--- config.mk ---
export PLATFORM = sky130hd
export DESIGN_NAME = autoneg_advertisement_reg
export DESIGN_NICKNAME = d
export VERILOG_FILES = /design/src/logic/pin_sync2.v /design/src/logic/autoneg_advertisement_reg.v
export VERILOG_INCLUDE_DIRS = /design/src /design/src/inc
export SDC_FILE = /design/constraint.sdc
export NUM_CORES = 1
export LEC_CHECK = 0
export BUFFER_PORTS_ARGS = -buffer_cell sky130_fd_sc_hd__buf_2
export CAP_MARGIN = 20
export CORE_ASPECT_RATIO = 0.8
export CORE_UTILIZATION = 45
export CTS_BUF_LIST = sky130_fd_sc_hd__clkbuf_4
export DETAILED_ROUTE_END_ITERATION = 8
export PLACE_DENSITY = 0.71
export SYNTH_ARGS = -nofsm -noshare
export SYNTH_HDL_FRONTEND = slang
export SYNTH_HIERARCHICAL = 1
export SYNTH_SLANG_ARGS = --single-unit
--- constraint.sdc ---
create_clock -name sys_clk_i -period 3.3 [get_ports sys_clk_i]
set_input_delay 0.66 -clock sys_clk_i [delete_from_list [all_inputs] [get_ports sys_clk_i]]
set_output_delay 0.66 -clock sys_clk_i [all_outputs]
set_load 0.02 [all_outputs]
--- src/inc/autoneg_adv_consts.vh ---
`ifndef AUTONEG_ADV_CONSTS_VH
`define AUTONEG_ADV_CONSTS_VH

// ********************************************************
// Register byte addresses on the bus
// ********************************************************
`define ADDR_W          8
`define OFF_CONTROL     8'h00
`define OFF_ADVERTISE   8'h04
`define OFF_STATUS      8'h08
`define OFF_OVERRIDE    8'h40

// ********************************************************
// Advertisement register fields
// ********************************************************
`define ADV_NEXT_PAGE   15
`define ADV_RSV_ACK     14
`define ADV_REM_FAULT   13
`define ADV_RSV_HI      12
`define ADV_RSV_LO      10
`define ADV_T4          9
`define ADV_TAF_HI      8
`define ADV_TAF_LO      5
`define ADV_SEL_HI      4
`define ADV_SEL_LO      0
`define TAF_W           4
`define SEL_W           5
`define RSV_W           3
`define TAF_RESET       4'hF
`define SEL_RESET       5'h01
`define RSV_RESET       3'h0
`define TAF_100_FULL    4'h8
`define TAF_100_HALF    4'h4
`define TAF_10_FULL     4'h2
`define TAF_10_HALF     4'h1

// ********************************************************
// Control, status and override fields
// ********************************************************
`define CTL_SPEED       13
`define CTL_AN_EN       12
`define CTL_RESTART     9
`define CTL_DUPLEX      8
`define OVR_CMD         15
`define STS_CAP_HI      14
`define STS_CAP_LO      11
`define STS_CAP_ALL     4'hF
`define STS_AN_ACT      5
`define STS_HW_MODE     1
`define STS_IDLE        0

`endif

--- src/logic/pin_sync2.v ---
`timescale 1ns/10ps
module pin_sync2 #(
	parameter WIDTH = 4
) (
	// Clock and reset
	input  wire             sys_clk_i,
	input  wire             rst_b_i,
	// Raw and synchronised levels
	input  wire [WIDTH-1:0] async_i,
	output wire [WIDTH-1:0] sync_o
);

	reg [WIDTH-1:0] meta_reg;
	reg [WIDTH-1:0] stable_reg;

	genvar g;
	generate
		for (g = 0; g < WIDTH; g = g + 1) begin : bit_sync
			always @(posedge sys_clk_i or negedge rst_b_i) begin
				if (!rst_b_i) begin
					meta_reg[g]   <= 1'b0;
					stable_reg[g] <= 1'b0;
				end else begin
					meta_reg[g]   <= async_i[g];
					stable_reg[g] <= meta_reg[g];
				end
			end
		end
	endgenerate

	assign sync_o = stable_reg;

endmodule

--- src/logic/autoneg_advertisement_reg.v ---
// Notes on behaviour
// RULE_01: Bit 15 is read/write, resets to 0, and advertises next-page support when set.
// RULE_02: Reserved bits 14 and 12 to 10 always read back as zero.
// RULE_03: Writes to override-write bits are dropped unless the command override bit is 1.
// RULE_04: Software must write zero into every reserved bit whenever it writes this register.
// RULE_05: Remote fault goes to 1 on a local link fault, to 0 without one, and is sent out; the code lets a write set it to 1 with no fault.
// RULE_06: The 100Base-T4 bit is always 0 whatever the mode or writes.
// RULE_07: The four ability bits are read-only in hardware mode, override-write in software mode.
// RULE_08: Each ability bit set advertises that technology, clear advertises its absence.
// RULE_09: Hardware mode without negotiation goes to idle at the pin-selected speed and duplex.
// RULE_10: Hardware mode with negotiation advertises exactly one ability chosen by the pins.
// RULE_11: Software mode with negotiation off idles at control register speed and duplex.
// RULE_12: Software mode with negotiation on advertises the ability bits, all 1 by default.
// RULE_13: The status capability bits always report every capability, whatever is advertised.
// RULE_14: Software changing the ability bits must then restart negotiation to take effect.
// RULE_15: The selector field is override-write, defaults to 00001 and is sent in the word.
// RULE_16: With negotiation on, the link code word is built from this register's contents.
// RULE_17: Reset loads every field with its default before any access is served.
//
// Decided for this implementation: the Wishbone register port.
`timescale 1ns/10ps
`include "autoneg_adv_consts.vh"
module autoneg_advertisement_reg (
	// Clock and reset
	input  wire        sys_clk_i,
	input  wire        rst_b_i,
	// Wishbone slave
	input  wire        wb_cyc_i,
	input  wire        wb_stb_i,
	input  wire        wb_we_i,
	input  wire [7:0]  wb_adr_i,
	input  wire [1:0]  wb_sel_i,
	input  wire [15:0] wb_dat_i,
	output wire [15:0] wb_dat_o,
	output wire        wb_ack_o,
	// Strap pins
	input  wire        hardware_software_select_pin_i,
	input  wire        autoneg_select_pin_i,
	input  wire        speed_select_pin_i,
	input  wire        duplex_select_pin_i,
	// Local link monitor
	input  wire        link_fault_i,
	// Towards the link pulse logic
	output wire [15:0] link_code_word_o,
	output wire        autoneg_active_o,
	output wire        autoneg_restart_o,
	output wire        send_idles_o,
	output wire        forced_speed_o,
	output wire        forced_duplex_o,
	output wire [3:0]  aux_reserved_o
);

	// ********************************************************
	// Mode states
	// ********************************************************
	localparam [2:0] ST_INIT = 3'h1;
	localparam [2:0] ST_NEG  = 3'h2;
	localparam [2:0] ST_IDLE = 3'h4;

	// ********************************************************
	// Decoding helpers
	// ********************************************************
	function reg_hit;
		input [`ADDR_W-1:0] adr;
		input [`ADDR_W-1:0] off;
		begin
			reg_hit = (adr == off);
		end
	endfunction

	function [`TAF_W-1:0] taf_from_pins;
		input spd;
		input dpx;
		begin
			case ({spd, dpx})
				2'h3: taf_from_pins = `TAF_100_FULL;
				2'h2: taf_from_pins = `TAF_100_HALF;
				2'h1: taf_from_pins = `TAF_10_FULL;
				default: taf_from_pins = `TAF_10_HALF;
			endcase
		end
	endfunction

	// ********************************************************
	// Pin synchronisers
	// ********************************************************
	wire [3:0] pins_sync;
	wire       hardware_software_select_pin_s;
	wire       an_sel_s;
	wire       speed_s;
	wire       duplex_s;

	pin_sync2 #(
		.WIDTH (4)
	) u_pin_sync (
		.sys_clk_i (sys_clk_i),
		.rst_b_i   (rst_b_i),
		.async_i   ({hardware_software_select_pin_i, autoneg_select_pin_i,
		             speed_select_pin_i, duplex_select_pin_i}),
		.sync_o    (pins_sync)
	);

	assign hardware_software_select_pin_s  = pins_sync[3];
	assign an_sel_s = pins_sync[2];
	assign speed_s  = pins_sync[1];
	assign duplex_s = pins_sync[0];

	// Low on the strap means hardware mode
	wire hw_mode = ~hardware_software_select_pin_s;

	// ********************************************************
	// Register state
	// ********************************************************
	reg                next_page_reg;
	reg                rsv_ack_reg;
	reg                rem_fault_reg;
	reg [`RSV_W-1:0]   rsv_reg;
	reg [`TAF_W-1:0]   taf_reg;
	reg [`SEL_W-1:0]   sel_reg;
	reg                an_en_reg;
	reg                speed_reg;
	reg                duplex_reg;
	reg                override_reg;
	reg                fault_prev_reg;
	reg                restart_reg;
	reg [2:0]          state_reg;
	reg [2:0]          state_next;
	reg                ack_reg;
	reg [15:0]         rdata_reg;
	reg [15:0]         lcw_reg;
	reg                an_active_reg;
	reg                idle_reg;
	reg                fspeed_reg;
	reg                fduplex_reg;
	reg [3:0]          aux_reg;

	// ********************************************************
	// Bus access strobes
	// ********************************************************
	// Read data is caught on the take edge; a write commits on the ack edge
	wire req     = wb_cyc_i & wb_stb_i & ~ack_reg;
	wire wr      = wb_cyc_i & wb_stb_i & ack_reg & wb_we_i;
	wire wr_lo   = wr & wb_sel_i[0];
	wire wr_hi   = wr & wb_sel_i[1];
	wire hit_adv = reg_hit(wb_adr_i, `OFF_ADVERTISE);
	wire hit_ctl = reg_hit(wb_adr_i, `OFF_CONTROL);
	wire hit_ovr = reg_hit(wb_adr_i, `OFF_OVERRIDE);
	wire cw_ok   = override_reg; // RULE_03

	wire an_eff  = hw_mode ? an_sel_s : an_en_reg;

	// ********************************************************
	// Readable views
	// ********************************************************
	wire [15:0] adv_view;
	wire [15:0] ctl_view;
	wire [15:0] sts_view;
	wire [15:0] ovr_view;

	assign adv_view = {next_page_reg,       // RULE_01
	                   1'b0,                // RULE_02
	                   rem_fault_reg,
	                   `RSV_RESET,          // RULE_02
	                   1'b0,                // RULE_06
	                   taf_reg,             // RULE_08
	                   sel_reg};            // RULE_15

	assign ctl_view = {2'h0, speed_reg, an_en_reg, 3'h0, duplex_reg, 8'h00};

	// Capabilities stay complete whatever is advertised
	assign sts_view = {1'b0, `STS_CAP_ALL, 5'h00, an_active_reg,
	                   3'h0, hw_mode, idle_reg}; // RULE_13

	assign ovr_view = {override_reg, 15'h0000};

	// ********************************************************
	// Advertisement register
	// ********************************************************
	always @(posedge sys_clk_i or negedge rst_b_i) begin
		if (!rst_b_i) begin
			next_page_reg  <= 1'b0; // RULE_17
			rsv_ack_reg    <= 1'b0;
			rem_fault_reg  <= 1'b0;
			rsv_reg        <= `RSV_RESET;
			taf_reg        <= `TAF_RESET; // RULE_12
			sel_reg        <= `SEL_RESET; // RULE_15
			fault_prev_reg <= 1'b0;
		end else begin
			fault_prev_reg <= link_fault_i;
			if (wr_hi && hit_adv) begin
				next_page_reg <= wb_dat_i[`ADV_NEXT_PAGE]; // RULE_01
				if (cw_ok) begin
					rsv_ack_reg <= wb_dat_i[`ADV_RSV_ACK]; // RULE_03
					rsv_reg     <= wb_dat_i[`ADV_RSV_HI:`ADV_RSV_LO]; // RULE_03
				end
			end
			// Fault detection wins over a software write in the same cycle
			if (link_fault_i) begin
				rem_fault_reg <= 1'b1; // RULE_05
			end else if (wr_hi && hit_adv) begin
				rem_fault_reg <= wb_dat_i[`ADV_REM_FAULT];
			end else if (fault_prev_reg) begin
				rem_fault_reg <= 1'b0; // RULE_05
			end
			if (hw_mode) begin
				// Pins rule the field; without negotiation its value is unused
				if (an_sel_s) begin
					taf_reg <= taf_from_pins(speed_s, duplex_s); // RULE_10
				end
			end else if (cw_ok) begin
				// Ability bits straddle both byte lanes
				if (wr_hi && hit_adv) begin
					taf_reg[`TAF_W-1] <= wb_dat_i[`ADV_TAF_HI]; // RULE_07
				end
				if (wr_lo && hit_adv) begin
					taf_reg[`TAF_W-2:0] <= wb_dat_i[`ADV_TAF_HI-1:`ADV_TAF_LO]; // RULE_07
				end
			end
			if (wr_lo && hit_adv && cw_ok) begin
				sel_reg <= wb_dat_i[`ADV_SEL_HI:`ADV_SEL_LO]; // RULE_15
			end
		end
	end

	// ********************************************************
	// Control and override registers
	// ********************************************************
	always @(posedge sys_clk_i or negedge rst_b_i) begin
		if (!rst_b_i) begin
			an_en_reg    <= 1'b1;
			speed_reg    <= 1'b1;
			duplex_reg   <= 1'b0;
			override_reg <= 1'b0;
			restart_reg  <= 1'b0;
		end else begin
			restart_reg <= 1'b0;
			if (wr_hi && hit_ctl) begin
				speed_reg <= wb_dat_i[`CTL_SPEED];
				an_en_reg <= wb_dat_i[`CTL_AN_EN];
				// Restart only means something in software mode
				restart_reg <= wb_dat_i[`CTL_RESTART] & ~hw_mode; // RULE_14
				duplex_reg  <= wb_dat_i[`CTL_DUPLEX];
			end
			if (wr_hi && hit_ovr) begin
				override_reg <= wb_dat_i[`OVR_CMD];
			end
		end
	end

	// ********************************************************
	// Negotiation mode sequencer
	// ********************************************************
	always @* begin
		state_next = state_reg;
		case (state_reg)
			ST_INIT: begin
				if (an_eff) begin
					state_next = ST_NEG; // RULE_10
				end else begin
					state_next = ST_IDLE; // RULE_09
				end
			end
			ST_NEG: begin
				if (!an_eff || restart_reg) begin
					state_next = ST_INIT;
				end
			end
			ST_IDLE: begin
				if (an_eff) begin
					state_next = ST_INIT;
				end
			end
			default: begin
				state_next = ST_INIT;
			end
		endcase
	end

	always @(posedge sys_clk_i or negedge rst_b_i) begin
		if (!rst_b_i) begin
			state_reg <= ST_INIT;
		end else begin
			state_reg <= state_next;
		end
	end

	// ********************************************************
	// Link side outputs
	// ********************************************************
	always @(posedge sys_clk_i or negedge rst_b_i) begin
		if (!rst_b_i) begin
			lcw_reg       <= {1'b0, 2'h0, `RSV_RESET, 1'b0, `TAF_RESET, `SEL_RESET};
			an_active_reg <= 1'b0;
			idle_reg      <= 1'b0;
			fspeed_reg    <= 1'b0;
			fduplex_reg   <= 1'b0;
			aux_reg       <= 4'h0;
		end else begin
			// Word is captured every cycle; the pulse logic latches it per burst
			lcw_reg       <= adv_view; // RULE_16
			an_active_reg <= (state_reg == ST_NEG);
			idle_reg      <= (state_reg == ST_IDLE);
			if (hw_mode) begin
				fspeed_reg  <= speed_s; // RULE_09
				fduplex_reg <= duplex_s; // RULE_09
			end else begin
				fspeed_reg  <= speed_reg; // RULE_11
				fduplex_reg <= duplex_reg; // RULE_11
			end
			aux_reg <= {rsv_ack_reg, rsv_reg};
		end
	end

	// ********************************************************
	// Bus answer
	// ********************************************************
	always @(posedge sys_clk_i or negedge rst_b_i) begin
		if (!rst_b_i) begin
			ack_reg   <= 1'b0;
			rdata_reg <= 16'h0000;
		end else begin
			ack_reg <= req;
			if (req) begin
				// Unmapped words read as zero and still acknowledge
				case (wb_adr_i)
					`OFF_CONTROL:   rdata_reg <= ctl_view;
					`OFF_ADVERTISE: rdata_reg <= adv_view; // RULE_02
					`OFF_STATUS:    rdata_reg <= sts_view;
					`OFF_OVERRIDE:  rdata_reg <= ovr_view;
					default:        rdata_reg <= 16'h0000;
				endcase
			end
		end
	end

	// ********************************************************
	// Output drive
	// ********************************************************
	assign wb_dat_o          = rdata_reg;
	assign wb_ack_o          = ack_reg;
	assign link_code_word_o  = lcw_reg;
	assign autoneg_active_o  = an_active_reg;
	assign autoneg_restart_o = restart_reg;
	assign send_idles_o      = idle_reg;
	assign forced_speed_o    = fspeed_reg;
	assign forced_duplex_o   = fduplex_reg;
	assign aux_reserved_o    = aux_reg;

endmodule

### Word-level counts from Yosys, hierarchy flattened

Index checks and enable logic that the tools add are counted.

* bits in registers: 68
* output and inout port bits: 42
* word-level logic and storage cells: 85

* equality and inequality tests: 14
* multiplexer cells: 18
* bitwise logic cells: 9
* reductions and logical operators: 14

Operator list (count)
* 16-bit case mux with 4 select lines: 1
* 3-bit 2-to-1 mux: 4
* 4-bit 2-to-1 mux: 3
* 4-bit case mux with 3 select lines: 1
* 2-bit inequality test, second input constant: 5
* 3-bit case mux with 3 select lines: 1
* 8-bit by 3-bit equality test with 1-bit output, second input constant: 1
* 8-bit by 4-bit equality test with 1-bit output, second input constant: 1
* 8-bit by 7-bit equality test with 1-bit output, second input constant: 1
* 8-bit zero test: 1
* 1-bit 2-to-1 mux: 8
* 1-bit AND: 7
* 3-bit AND reduction: 2
* 1-bit logical AND: 5
* 2-bit equality test, second input constant: 2
* 2-bit AND reduction: 2
* 3-bit by 1-bit equality test with 1-bit output, second input constant: 1
* 3-bit by 2-bit equality test with 1-bit output, second input constant: 1
* 3-bit equality test, second input constant: 1
* 3-bit nonzero test: 1
* 2-bit by 1-bit equality test with 1-bit output, second input constant: 1
* 1-bit NOT: 2
* 2-bit nonzero test: 1
* 1-bit zero test: 1
* 1-bit logical OR: 1

### Logic depth before layout (Yosys ltp)

Gate-level depths: netlist (run 1).

* word-level depth: 8
* depth in mapped cells: 4
* mapped depth without buffers: 4

### Cells and area by module

Netlist (run 1), hierarchy kept.

Modules (own cells, without submodules)
* autoneg_advertisement_reg: times used 1, cells an instance 180, area each 2339.7 µm², sequential area each 1442.6 µm²
* pin_sync2: times used 1, cells an instance 8, area each 200.2 µm², sequential area each 200.2 µm²

### Worst setup path after synthesis (run 1)

OpenSTA, ideal clock, no wires.

* path kind: input-to-reg
* from: in wb_adr_i[1]
* to: reg duplex_reg
* arrival time: 1.720 ns
* required time: 3.172 ns
* setup slack: 1.453 ns
* cell stages on the path: 4
* buffers on the path: 0
* path through: nor2_1 > nand3_4 > nor4_4 > mux2_1

* longest elaborated chain between the ends: 2

RTL lines
* start, declared: line autoneg_advertisement_reg.v:31 `input wire [7:0] wb_adr_i,`
* 8-bit zero test: line autoneg_advertisement_reg.v:67 `reg_hit = (adr == off);`
* 1-bit logical AND: line autoneg_advertisement_reg.v:237 `if (wr_hi && hit_ctl) begin`
* end signal, assigned: line autoneg_advertisement_reg.v:242 `` duplex_reg <= wb_dat_i[`CTL_DUPLEX]; ``
* end, declared: line autoneg_advertisement_reg.v:122 `reg duplex_reg;`

No other way between the ends.
A chain may end at the register's enable or synchronous reset.

### Final worst setup path (run 1)

* from: reg lcw_reg[8], in the netlist link_code_word_o[8]
* to: out link_code_word_o[8]

RTL lines
* start, declared: line autoneg_advertisement_reg.v:130 `reg [15:0] lcw_reg;`
* start signal, assigned: line autoneg_advertisement_reg.v:292 `` lcw_reg <= {1'b0, 2'h0, `RSV_RESET, 1'b0, `TAF_RESET, `SEL_RESET}; ``
* start signal, assigned: line autoneg_advertisement_reg.v:300 `lcw_reg <= adv_view;`
* end, declared: line autoneg_advertisement_reg.v:44 `output wire [15:0] link_code_word_o,`

No word-level cell between the ends.

==> results of run 1 <==
==> worst reg2reg max path, delay by kind of cell, from the launching register on <==
| family | cells | cell delay, ps |
|---|---|---|
| multiplexers | 1 | 370 |
| AND/OR/NAND/NOR | 3 | 830 |
| flip-flops | 1 | 360 |
==> where the power goes <==
| group | total, W | leakage, nW | internal (W) | switching (W) |
|---|---|---|---|---|
| clock network | 0.000572 | 0.0808 | 0.000299 | 0.000273 |
| registers | 0.000893 | 0.829 | 0.000856 | 0.0000365 |
| logic | 0.000170 | 0.662 | 0.0000678 | 0.000102 |
| total | 0.00164 | 1.57 | 0.00122 | 0.000412 |
==> per-layer routing <==
metal | track usage | up-vias | routed length [µm]
met1 | 0.261 | 786 | 2370
met4 | 0.0667 | 0 | 50
met5 | 0 | - | 0
met3 | 0.0881 | 7 | 344
li1 | - | 807 | -
met2 | 0.255 | 63 | 2070
==> layout by cell type (no fill, tap or decap), types with 4 or more instances in the layout <==
master     n
nand2b_1   4
mux2_2    13
dfstp_2   13
dfrtp_1   52
nand2_1   16
buf_2     70
o21ai_1    4
clkbuf_4   9
a22o_1     5
conb_1     7
inv_1      8
nor2_1     4
nor3b_1    6
mux2_1     4
a21oi_1    4
mux2i_1    4
==> kinds of logic (layout without fill, tap and decap cells) <==
kind of cell    after synthesis  after routing
xor+xnor                      1              1
mux                          21             21
buf+inv                      20             96
compound gates               30             30
simple gates                 50             50
flops                        65             65
other cells                   1              7
==> synthesized netlist by cell type, types with 5 or more instances <==
library cell and count:
nor3b_1 6, mux2_2 13, a22o_1 5, inv_1 8, dfrtp_1 52, nand2_1 16, dfstp_2 13, buf_4 8
==> how the worst max path moves through the flow <==
stage	from	endpoint	slack [ps]	depth (start not counted)
6_report	link_code_word_o[8]	link_code_word_o[8]	1540	1
5_1_grt	link_code_word_o[8]	link_code_word_o[8]	1480	1
4_1_cts	link_code_word_o[8]	link_code_word_o[8]	1500	1
3_5_place_dp	wb_adr_i[2]	sel_reg[4]	1170	5
3_3_place_gp	wb_adr_i[2]	sel_reg[2]	1240	5
2_1_floorplan	wb_adr_i[1]	duplex_reg	1450	4
==> final cells by class <==
type / instances / area [µm²] / share of cell area
inverter: 8 / 30.0 / 0.00968
clock inverter: 7 / 85.1 / 0.0274
tap: 78 / 97.6 / 0.0315
multi-input combinational: 109 / 815 / 0.262
sequential: 65 / 1640 / 0.529
timing repair buffer: 72 / 365 / 0.118
clock buffer: 9 / 67.6 / 0.0218
==> metrics by stage <==
step / power, W / std cells / utilization / hold slack (ps) / instance area, µm²
finish: 0.00164 / 348 / 0.571 / 358 / 3100
global route: 0.00172 / 348 / 0.571 / 310 / 3100
CTS: 0.00166 / 348 / 0.571 / 322 / 3100
detailed placement: 0.00108 / 332 / 0.543 / 336 / 2950
global placement: 0.00108 / 332 / 0.543 / 333 / 2950
floorplan: 0.00101 / 194 / - / 331 / 2560
==> flow_summary_export.csv, run 1 <==
group,metric,value,unit
status,outcome,"finished, final reports clean",
die,ios,78,
min_path,hp-start,"hardware_software_select_pin_i",
grt,grt_pass1_vias,1671,
synth,ys_top_cells_by_area,"dfrtp_1, dfstp_2, mux2_2, buf_4, nand2_1",
clock_tree,cts_setup_buffers,0,
clock_tree,cts_hold_buf,0,
setup_path,path_max_fanout,1,
grt,grt_max_degree,66,
setup_path,critical_path_buf_inv_count,1,
synth,synth_seq_cells,65,
synth,synth_cell_type_count,43,
drt,firstDrtPassIters,4,
finish,area_delta_synth_final,22.2,%
drt,ant_nets,0,
timing,setup_tns,0,ps
min_path,min_delay_path_depth,1,
setup_path,required,2640,ps
min_path,hold_end,"u_pin_sync/meta_reg[3]",
finish,drive_above_1_share,0.441,
synth,synth_warnings,6,
finish,fillCellCount,474,
setup_path,path_class,"flip-flop to output pin",
setup_path,reg2reg_from,"wb_ack_o",
timing,worstMarginPinSlew,780,ps
synth,netlist_area,2540,µm²
clock_tree,clk_pin_slew,100,ps
die,core,5440,µm²
synth,synth-simple-area-share,0.127,
placement,portBuffers,70,
synth,synth_edf_count,0,
clock_tree,cts_resized,0,
setup_path,slowest_stage,"dfstp_2",
clock_tree,cts_num_sinks,65,
timing,fin_crit,1760,ps
setup_path,critPathTopFamily,"flip-flops",
drt,wl_per_cell,13.9,µm
die,dieArea,5950,µm²
synth,async_reset_ff_frac,1.00,
setup_path,reg2reg_slack,1630,ps
drt,routed_via_density,4.78,
drt,dr.first_iter.drc_count,102,
setup_path,cpPeakStageDelay,540,ps
finish,largest_register_ff_count,13,
timing,period_share,0.533,
drt,postRouteWirelength,4.83,mm
clock_tree,cts_root_buffer,"clkbuf_4",
power_and_ir_drop,p_leak,1.57,nW
clock_tree,cts_made_buffers,9,
clock_tree,cts_buffer_depth,2,
setup_path,crit_arrival,1100,ps
timing,slew-limit-headroom,0.480,
synth,yosysTopAreaCell,"dfrtp_1",
synth,synth_compound_area_frac,0.0892,
timing,setup_viol_count_final,0,
synth,synthAdderAreaFrac,0,
setup_path,crit_chain,"buf_2",
drt,drc_errors,0,
clock_tree,cts_max_level,3,
finish,diodes,0,
grt,overflow,0,
drt,vias,1663,
setup_path,worstSetupEndpointType,"output pin",
clock_tree,cts_tree,"yes",
setup_path,r2r-end,"next_page_reg",
synth,muxShareOfSynthArea,0.0911,
finish,final_net_count,301,
power_and_ir_drop,ir_worst_vdd,0.273,mV
grt,grt_first_pass_wirelength,8.12,mm
timing,setup_ws,1540,ps
grt,grt_util_all_layers,0.187,
placement,gp_congestion,0.815,
die,die_w,86.0,µm
synth,avgSynthCellArea,13.5,µm²
synth,synth-xor-area-share,0.00345,
die,initial_core_util,0.467,
die,row_count,24,
placement,post-dp-hpwl,3.51,mm
synth,syn-instance-count,188,
power_and_ir_drop,p_per_area,527,nW/µm²
die,die_y,69.2,µm
timing,max_freq,568,MHz
timing,grt_setup_unrepaired,"no",
setup_path,ff2ff_path_depth,4,
placement,detailedPlace.worstSlack,1170,ps
timing,drv_slew,0,
setup_path,cp-start-kind,"flip-flop",
synth,synth_top_family_by_area,"simple AND/OR/NAND/NOR gates",
grt,antenna_found_initial,0,
timing,fin_skew,8.68,ps
synth,synthFlopType,"dfrtp_1",
min_path,hold_path_class,"primary input to flip-flop",
timing,hold_viol_final,0,
synth,netlist.area_leader.share,0.512,
clock_tree,clk_latency,410,ps
synth,synth-seq-area-share,0.647,
job,drv_cap,0,
Note: power is estimated with default switching activity, not from simulation.
==> run 2: changes to the inputs <==
--- a/config.mk
+++ b/config.mk
@@ -12,7 +12,7 @@
 export CORE_UTILIZATION = 45
 export CTS_BUF_LIST = sky130_fd_sc_hd__clkbuf_4
 export DETAILED_ROUTE_END_ITERATION = 8
-export PLACE_DENSITY = 0.71
+export PLACE_DENSITY = 0.74
 export SYNTH_ARGS = -nofsm -noshare
 export SYNTH_HDL_FRONTEND = slang
 export SYNTH_HIERARCHICAL = 1
==> constraint.sdc (replaced) <==
create_clock -name sys_clk_i -period 1.48 [get_ports sys_clk_i]
set_input_delay 0.296 -clock sys_clk_i [delete_from_list [all_inputs] [get_ports sys_clk_i]]
set_output_delay 0.296 -clock sys_clk_i [all_outputs]
set_load 0.02 [all_outputs]
==> flow_summary_export.csv, run 2 (synthesized netlist as in run 1, its figures left out) <==
group,metric,value,unit
grt,grt_pass1_vias,1818,
setup_path,worstSetupEndpointType,"flip-flop",
drt,dr.first_iter.drc_count,74,
clock_tree,cts_root_buffer,"clkbuf_4",
finish,area_delta_synth_final,31.6,%
finish,layout_common_cells,"buf_2, dfrtp_1, buf_4",
clock_tree,cts_made_buffers,9,
die,ios,78,
finish,fillCellCount,444,
drt,postRouteWirelength,5.12,mm
setup_path,path_max_fanout,5,
finish,final_area,3340,µm²
grt,overflow,0,
finish,diodes,0,
timing,hold_viol_final,0,
grt,antenna_found_initial,0,
clock_tree,clk_pin_slew,110,ps
min_path,hold_path_class,"primary input to flip-flop",
setup_path,crit_arrival,1730,ps
power_and_ir_drop,ir_worst_vdd,0.685,mV
grt,grt_first_pass_wirelength,8.56,mm
timing,grt_setup_unrepaired,"yes",
timing,fin_skew,12.2,ps
finish,stdcell_count,370,
finish,multi_input_area,856,µm²
placement,dpl.cell_count,348,
drt,drc_errors,0,
placement,gp_congestion,0.786,
placement,dpl_cell_area,3090,µm²
drt,wl_per_cell,13.8,µm
timing,setup_tns,0,ps
power_and_ir_drop,p_per_area,1110,nW/µm²
timing,period_share,0.966,
placement,detailedPlace.worstSlack,-217,ps
die,die_y,69.2,µm
die,die_w,86.0,µm
finish,final-seq-area,1640,µm²
finish,drive_above_1_share,0.490,
finish,final_common_cell,"buf_2",
clock_tree,clk_latency,410,ps
timing,fin_crit,1430,ps
die,dieArea,5950,µm²
drt,routed_via_density,4.73,
placement,post-dp-hpwl,3.60,mm
power_and_ir_drop,p_leak,1.70,nW
finish,utilization,0.615,
die,row_count,24,
status,outcome,"finished, final reports clean",
setup_path,path_class,"flip-flop to flip-flop",
setup_path,cp-start-kind,"flip-flop",
placement,portBuffers,70,
die,core,5440,µm²
setup_path,required,1780,ps
finish,final_net_count,323,
clock_tree,cts_tree,"yes",
grt,grt_util_all_layers,0.195,
grt,grt_max_degree,66,
clock_tree,cts_buffer_depth,2,
drt,firstDrtPassIters,4,
clock_tree,cts_setup_buffers,0,
timing,drv_slew,0,
finish,largest_register_ff_count,13,
drt,vias,1751,
timing,setup_ws,50.1,ps
drt,ant_nets,0,
timing,setup_viol_count_final,0,
clock_tree,cts_max_level,3,
clock_tree,cts_num_sinks,65,
die,initial_core_util,0.467,
job,drv_cap,0,
timing,max_freq,699,MHz
## run 2: cell types whose count changed in the layout (fill, tap and decap cells not counted), sizes merged
cell	previous run	this run
buf	72	88
dlygate4sd3	0	6
## run 2: final cells by class
class | instances | share of cell area
Sequential cell | 65 | 0.492
Multi-Input combinational cell | 109 | 0.256
Timing Repair Buffer | 94 | 0.168
Tap cell | 78 | 0.0292
Clock inverter | 7 | 0.0255
Clock buffer | 9 | 0.0202
Inverter | 8 | 0.00899
## run 2: layer usage
layer	GRT usage	part of all wire	routed length [µm]
met5	0	0	0
met4	0.0667	0.011	56
met3	0.0833	0.065	334
met2	0.284	0.44	2280
met1	0.263	0.48	2450
## run 2: metrics by stage
| step | total power [W] | hold WS (ps) |
|---|---|---|
| floorplan | 0.00225 | 0.409 |
| global placement | 0.00243 | 332 |
| detailed placement | 0.00244 | 334 |
| CTS | 0.00374 | 87.1 |
| global route | 0.00390 | 74.7 |
| finish | 0.00371 | 111 |
## run 2: worst max-delay path, cell delays in order (launching register included)
cell     delay [ps]
dfrtp_2         370
and4_4          260
nand2_4          90
nor4_1          220
mux2_2          370
## run 2: timing repair
item                                    in CTS  in global routing
pin swaps                                    0                  5
hold endpoints to repair                    57                  0
endpoints found under the setup margin      10                 12
gates resized for setup                      4                  7
hold buffers                                 6                  0
## run 2: path summary, 6_finish.rpt
kind	startpoint	to	slack [ps]	depth (start not counted)
worst max-delay path	wb_ack_o	cw_ok	50	4
min in group asynchronous	rst_b_i	wb_ack_o	410	3
worst max register to register	wb_ack_o	cw_ok	50	4
max in group asynchronous	rst_b_i	speed_reg	740	3
worst min-delay path	wb_dat_i[3]	sel_reg[3]	110	2
worst min register to register	u_pin_sync/meta_reg[3]	u_pin_sync/sync_o[3]	340	0
## run 2: where the power goes
group | switching, W | internal, W | leakage, nW | total (W)
Clock | 0.000615 | 0.000668 | 0.0808 | 0.00128
Combinational | 0.000251 | 0.000187 | 0.787 | 0.000438
Sequential | 0.0000812 | 0.00191 | 0.828 | 0.00199
Total | 0.000947 | 0.00276 | 1.70 | 0.00371
==> run 3: changes to the inputs <==
--- a/config.mk
+++ b/config.mk
@@ -6,6 +6,7 @@
 export SDC_FILE = /design/constraint.sdc
 export NUM_CORES = 1
 export LEC_CHECK = 0
+export ABC_CLOCK_PERIOD_IN_PS = 1480
 export BUFFER_PORTS_ARGS = -buffer_cell sky130_fd_sc_hd__buf_2
 export CAP_MARGIN = 20
 export CORE_ASPECT_RATIO = 0.8
@@ -13,6 +14,7 @@
 export CTS_BUF_LIST = sky130_fd_sc_hd__clkbuf_4
 export DETAILED_ROUTE_END_ITERATION = 8
 export PLACE_DENSITY = 0.74
+export RECOVER_POWER = 25
 export SYNTH_ARGS = -nofsm -noshare
 export SYNTH_HDL_FRONTEND = slang
 export SYNTH_HIERARCHICAL = 1
==> flow_summary_export.csv, run 3 (synthesized netlist as in run 1, its figures left out) <==
group,metric,value,unit
status,outcome,"finished, final reports clean",
drt,postRouteWirelength,5.14,mm
grt,grt_first_pass_wirelength,8.56,mm
placement,detailedPlace.worstSlack,-217,ps
timing,max_freq,699,MHz
finish,fillCellCount,447,
timing,setup_ws,49.7,ps
clock_tree,cts_num_sinks,65,
clock_tree,cts_max_level,3,
drt,drc_errors,0,
setup_path,crit_path_start,"wb_ack_o",
drt,dr.first_iter.drc_count,65,
timing,worstMarginPinSlew,846,ps
clock_tree,clk_pin_slew,110,ps
setup_path,required,1780,ps
grt,grt_util_all_layers,0.195,
die,core,5440,µm²
die,initial_core_util,0.467,
placement,dpl_cell_area,3090,µm²
finish,final_net_count,323,
finish,final_common_cell,"buf_2",
drt,routed_via_density,4.72,
die,ios,78,
setup_path,worstSetupEndpointType,"flip-flop",
finish,final_area,3330,µm²
setup_path,path_class,"flip-flop to flip-flop",
clock_tree,cts_setup_buffers,0,
finish,area_delta_synth_final,31.0,%
drt,vias,1748,
finish,largest_register_ff_count,13,
drt,ant_nets,0,
timing,period_share,0.966,
drt,wl_per_cell,13.9,µm
setup_path,path_max_fanout,5,
timing,hold_viol_final,0,
timing,drv_slew,0,
die,die_y,69.2,µm
placement,portBuffers,70,
die,row_count,24,
die,die_w,86.0,µm
grt,grt_max_degree,66,
placement,gp_congestion,0.786,
power_and_ir_drop,ir_worst_vdd,0.685,mV
power_and_ir_drop,p_leak,1.69,nW
timing,grt_setup_unrepaired,"yes",
clock_tree,cts_buffer_depth,2,
min_path,hp-start,"wb_dat_i[3]",
clock_tree,cts_tree,"yes",
placement,post-dp-hpwl,3.60,mm
setup_path,crit_arrival,1730,ps
timing,setup_tns,0,ps
finish,utilization,0.612,
finish,layout_common_cells,"buf_2, dfrtp_1, buf_4",
timing,setup_viol_count_final,0,
timing,fin_crit,1430,ps
drt,firstDrtPassIters,4,
clock_tree,cts_made_buffers,9,
power_and_ir_drop,p_per_area,1110,nW/µm²
setup_path,reg2reg_from,"wb_ack_o",
clock_tree,cts_root_buffer,"clkbuf_4",
setup_path,cp-start-kind,"flip-flop",
job,drv_cap,0,
finish,diodes,0,
grt,antenna_found_initial,0,
grt,overflow,0,
grt,grt_pass1_vias,1818,
finish,drive_above_1_share,0.469,
timing,fin_skew,12.4,ps
timing,slew-limit-headroom,0.436,
die,dieArea,5950,µm²
min_path,hold_path_class,"primary input to flip-flop",
clock_tree,clk_latency,410,ps
==> run 3: final cells by class <==
cell class / instances / area, µm² / area share
flip-flops and latches: 65 / 1640 / 0.494
multi-input cells: 109 / 856 / 0.257
well taps: 78 / 97.6 / 0.0293
repair buffers: 94 / 548 / 0.165
clock buffers: 9 / 67.6 / 0.0203
inverters: 8 / 30.0 / 0.00902
clock inverters: 7 / 85.1 / 0.0256
==> run 3: worst paths after layout <==
path	depth (start not counted)	slack, ps	to
max	4	50	cw_ok
min in group asynchronous	3	620	wb_ack_o
max in group asynchronous	3	290	wb_ack_o
min reg2reg	0	340	u_pin_sync/sync_o[3]
max reg2reg	4	50	cw_ok
min	2	110	sel_reg[3]
==> run 3: report_power, final <==
part	switching [W]	internal [W]
clock	0.000615	0.000668
combinational	0.000251	0.000182
sequential	0.0000818	0.00190
total	0.000947	0.00275
==> run 3: repair_timing <==
item                                   in CTS  in global routing
resized for setup                           4                  7
pin swaps                                   0                  5
endpoints found under the hold margin      57                  0
setup endpoints to repair                  10                 12
hold buffers                                6                  0
==> run 3: per-stage QoR <==
| stage | hold slack [ps] | total power, W | std cells |
|---|---|---|---|
| finish | 110 | 0.00370 | 370 |
| global placement | 332 | 0.00243 | 348 |
| detailed placement | 334 | 0.00244 | 348 |
| global route | 74.7 | 0.00389 | 370 |
| floorplan | 0.409 | 0.00225 | 194 |
| CTS | 87.1 | 0.00374 | 370 |
==> run 3: routing by layer <==
| layer | global-route usage | up-vias | routed length, µm | share of wire |
|---|---|---|---|---|
| met5 | 0 | - | 0 | 0 |
| met4 | 0.0667 | 0 | 57 | 0.011 |
| met3 | 0.0833 | 8 | 321 | 0.062 |
| met2 | 0.284 | 60 | 2280 | 0.44 |
| met1 | 0.263 | 830 | 2480 | 0.48 |
| li1 | - | 850 | - | - |
==> run 3: worst max-delay path, cell delays in order (launching register included) <==
cell and delay [ps]:
dfrtp_2 370, and4_4 260, nand2_4 90, nor4_1 230, mux2_2 370
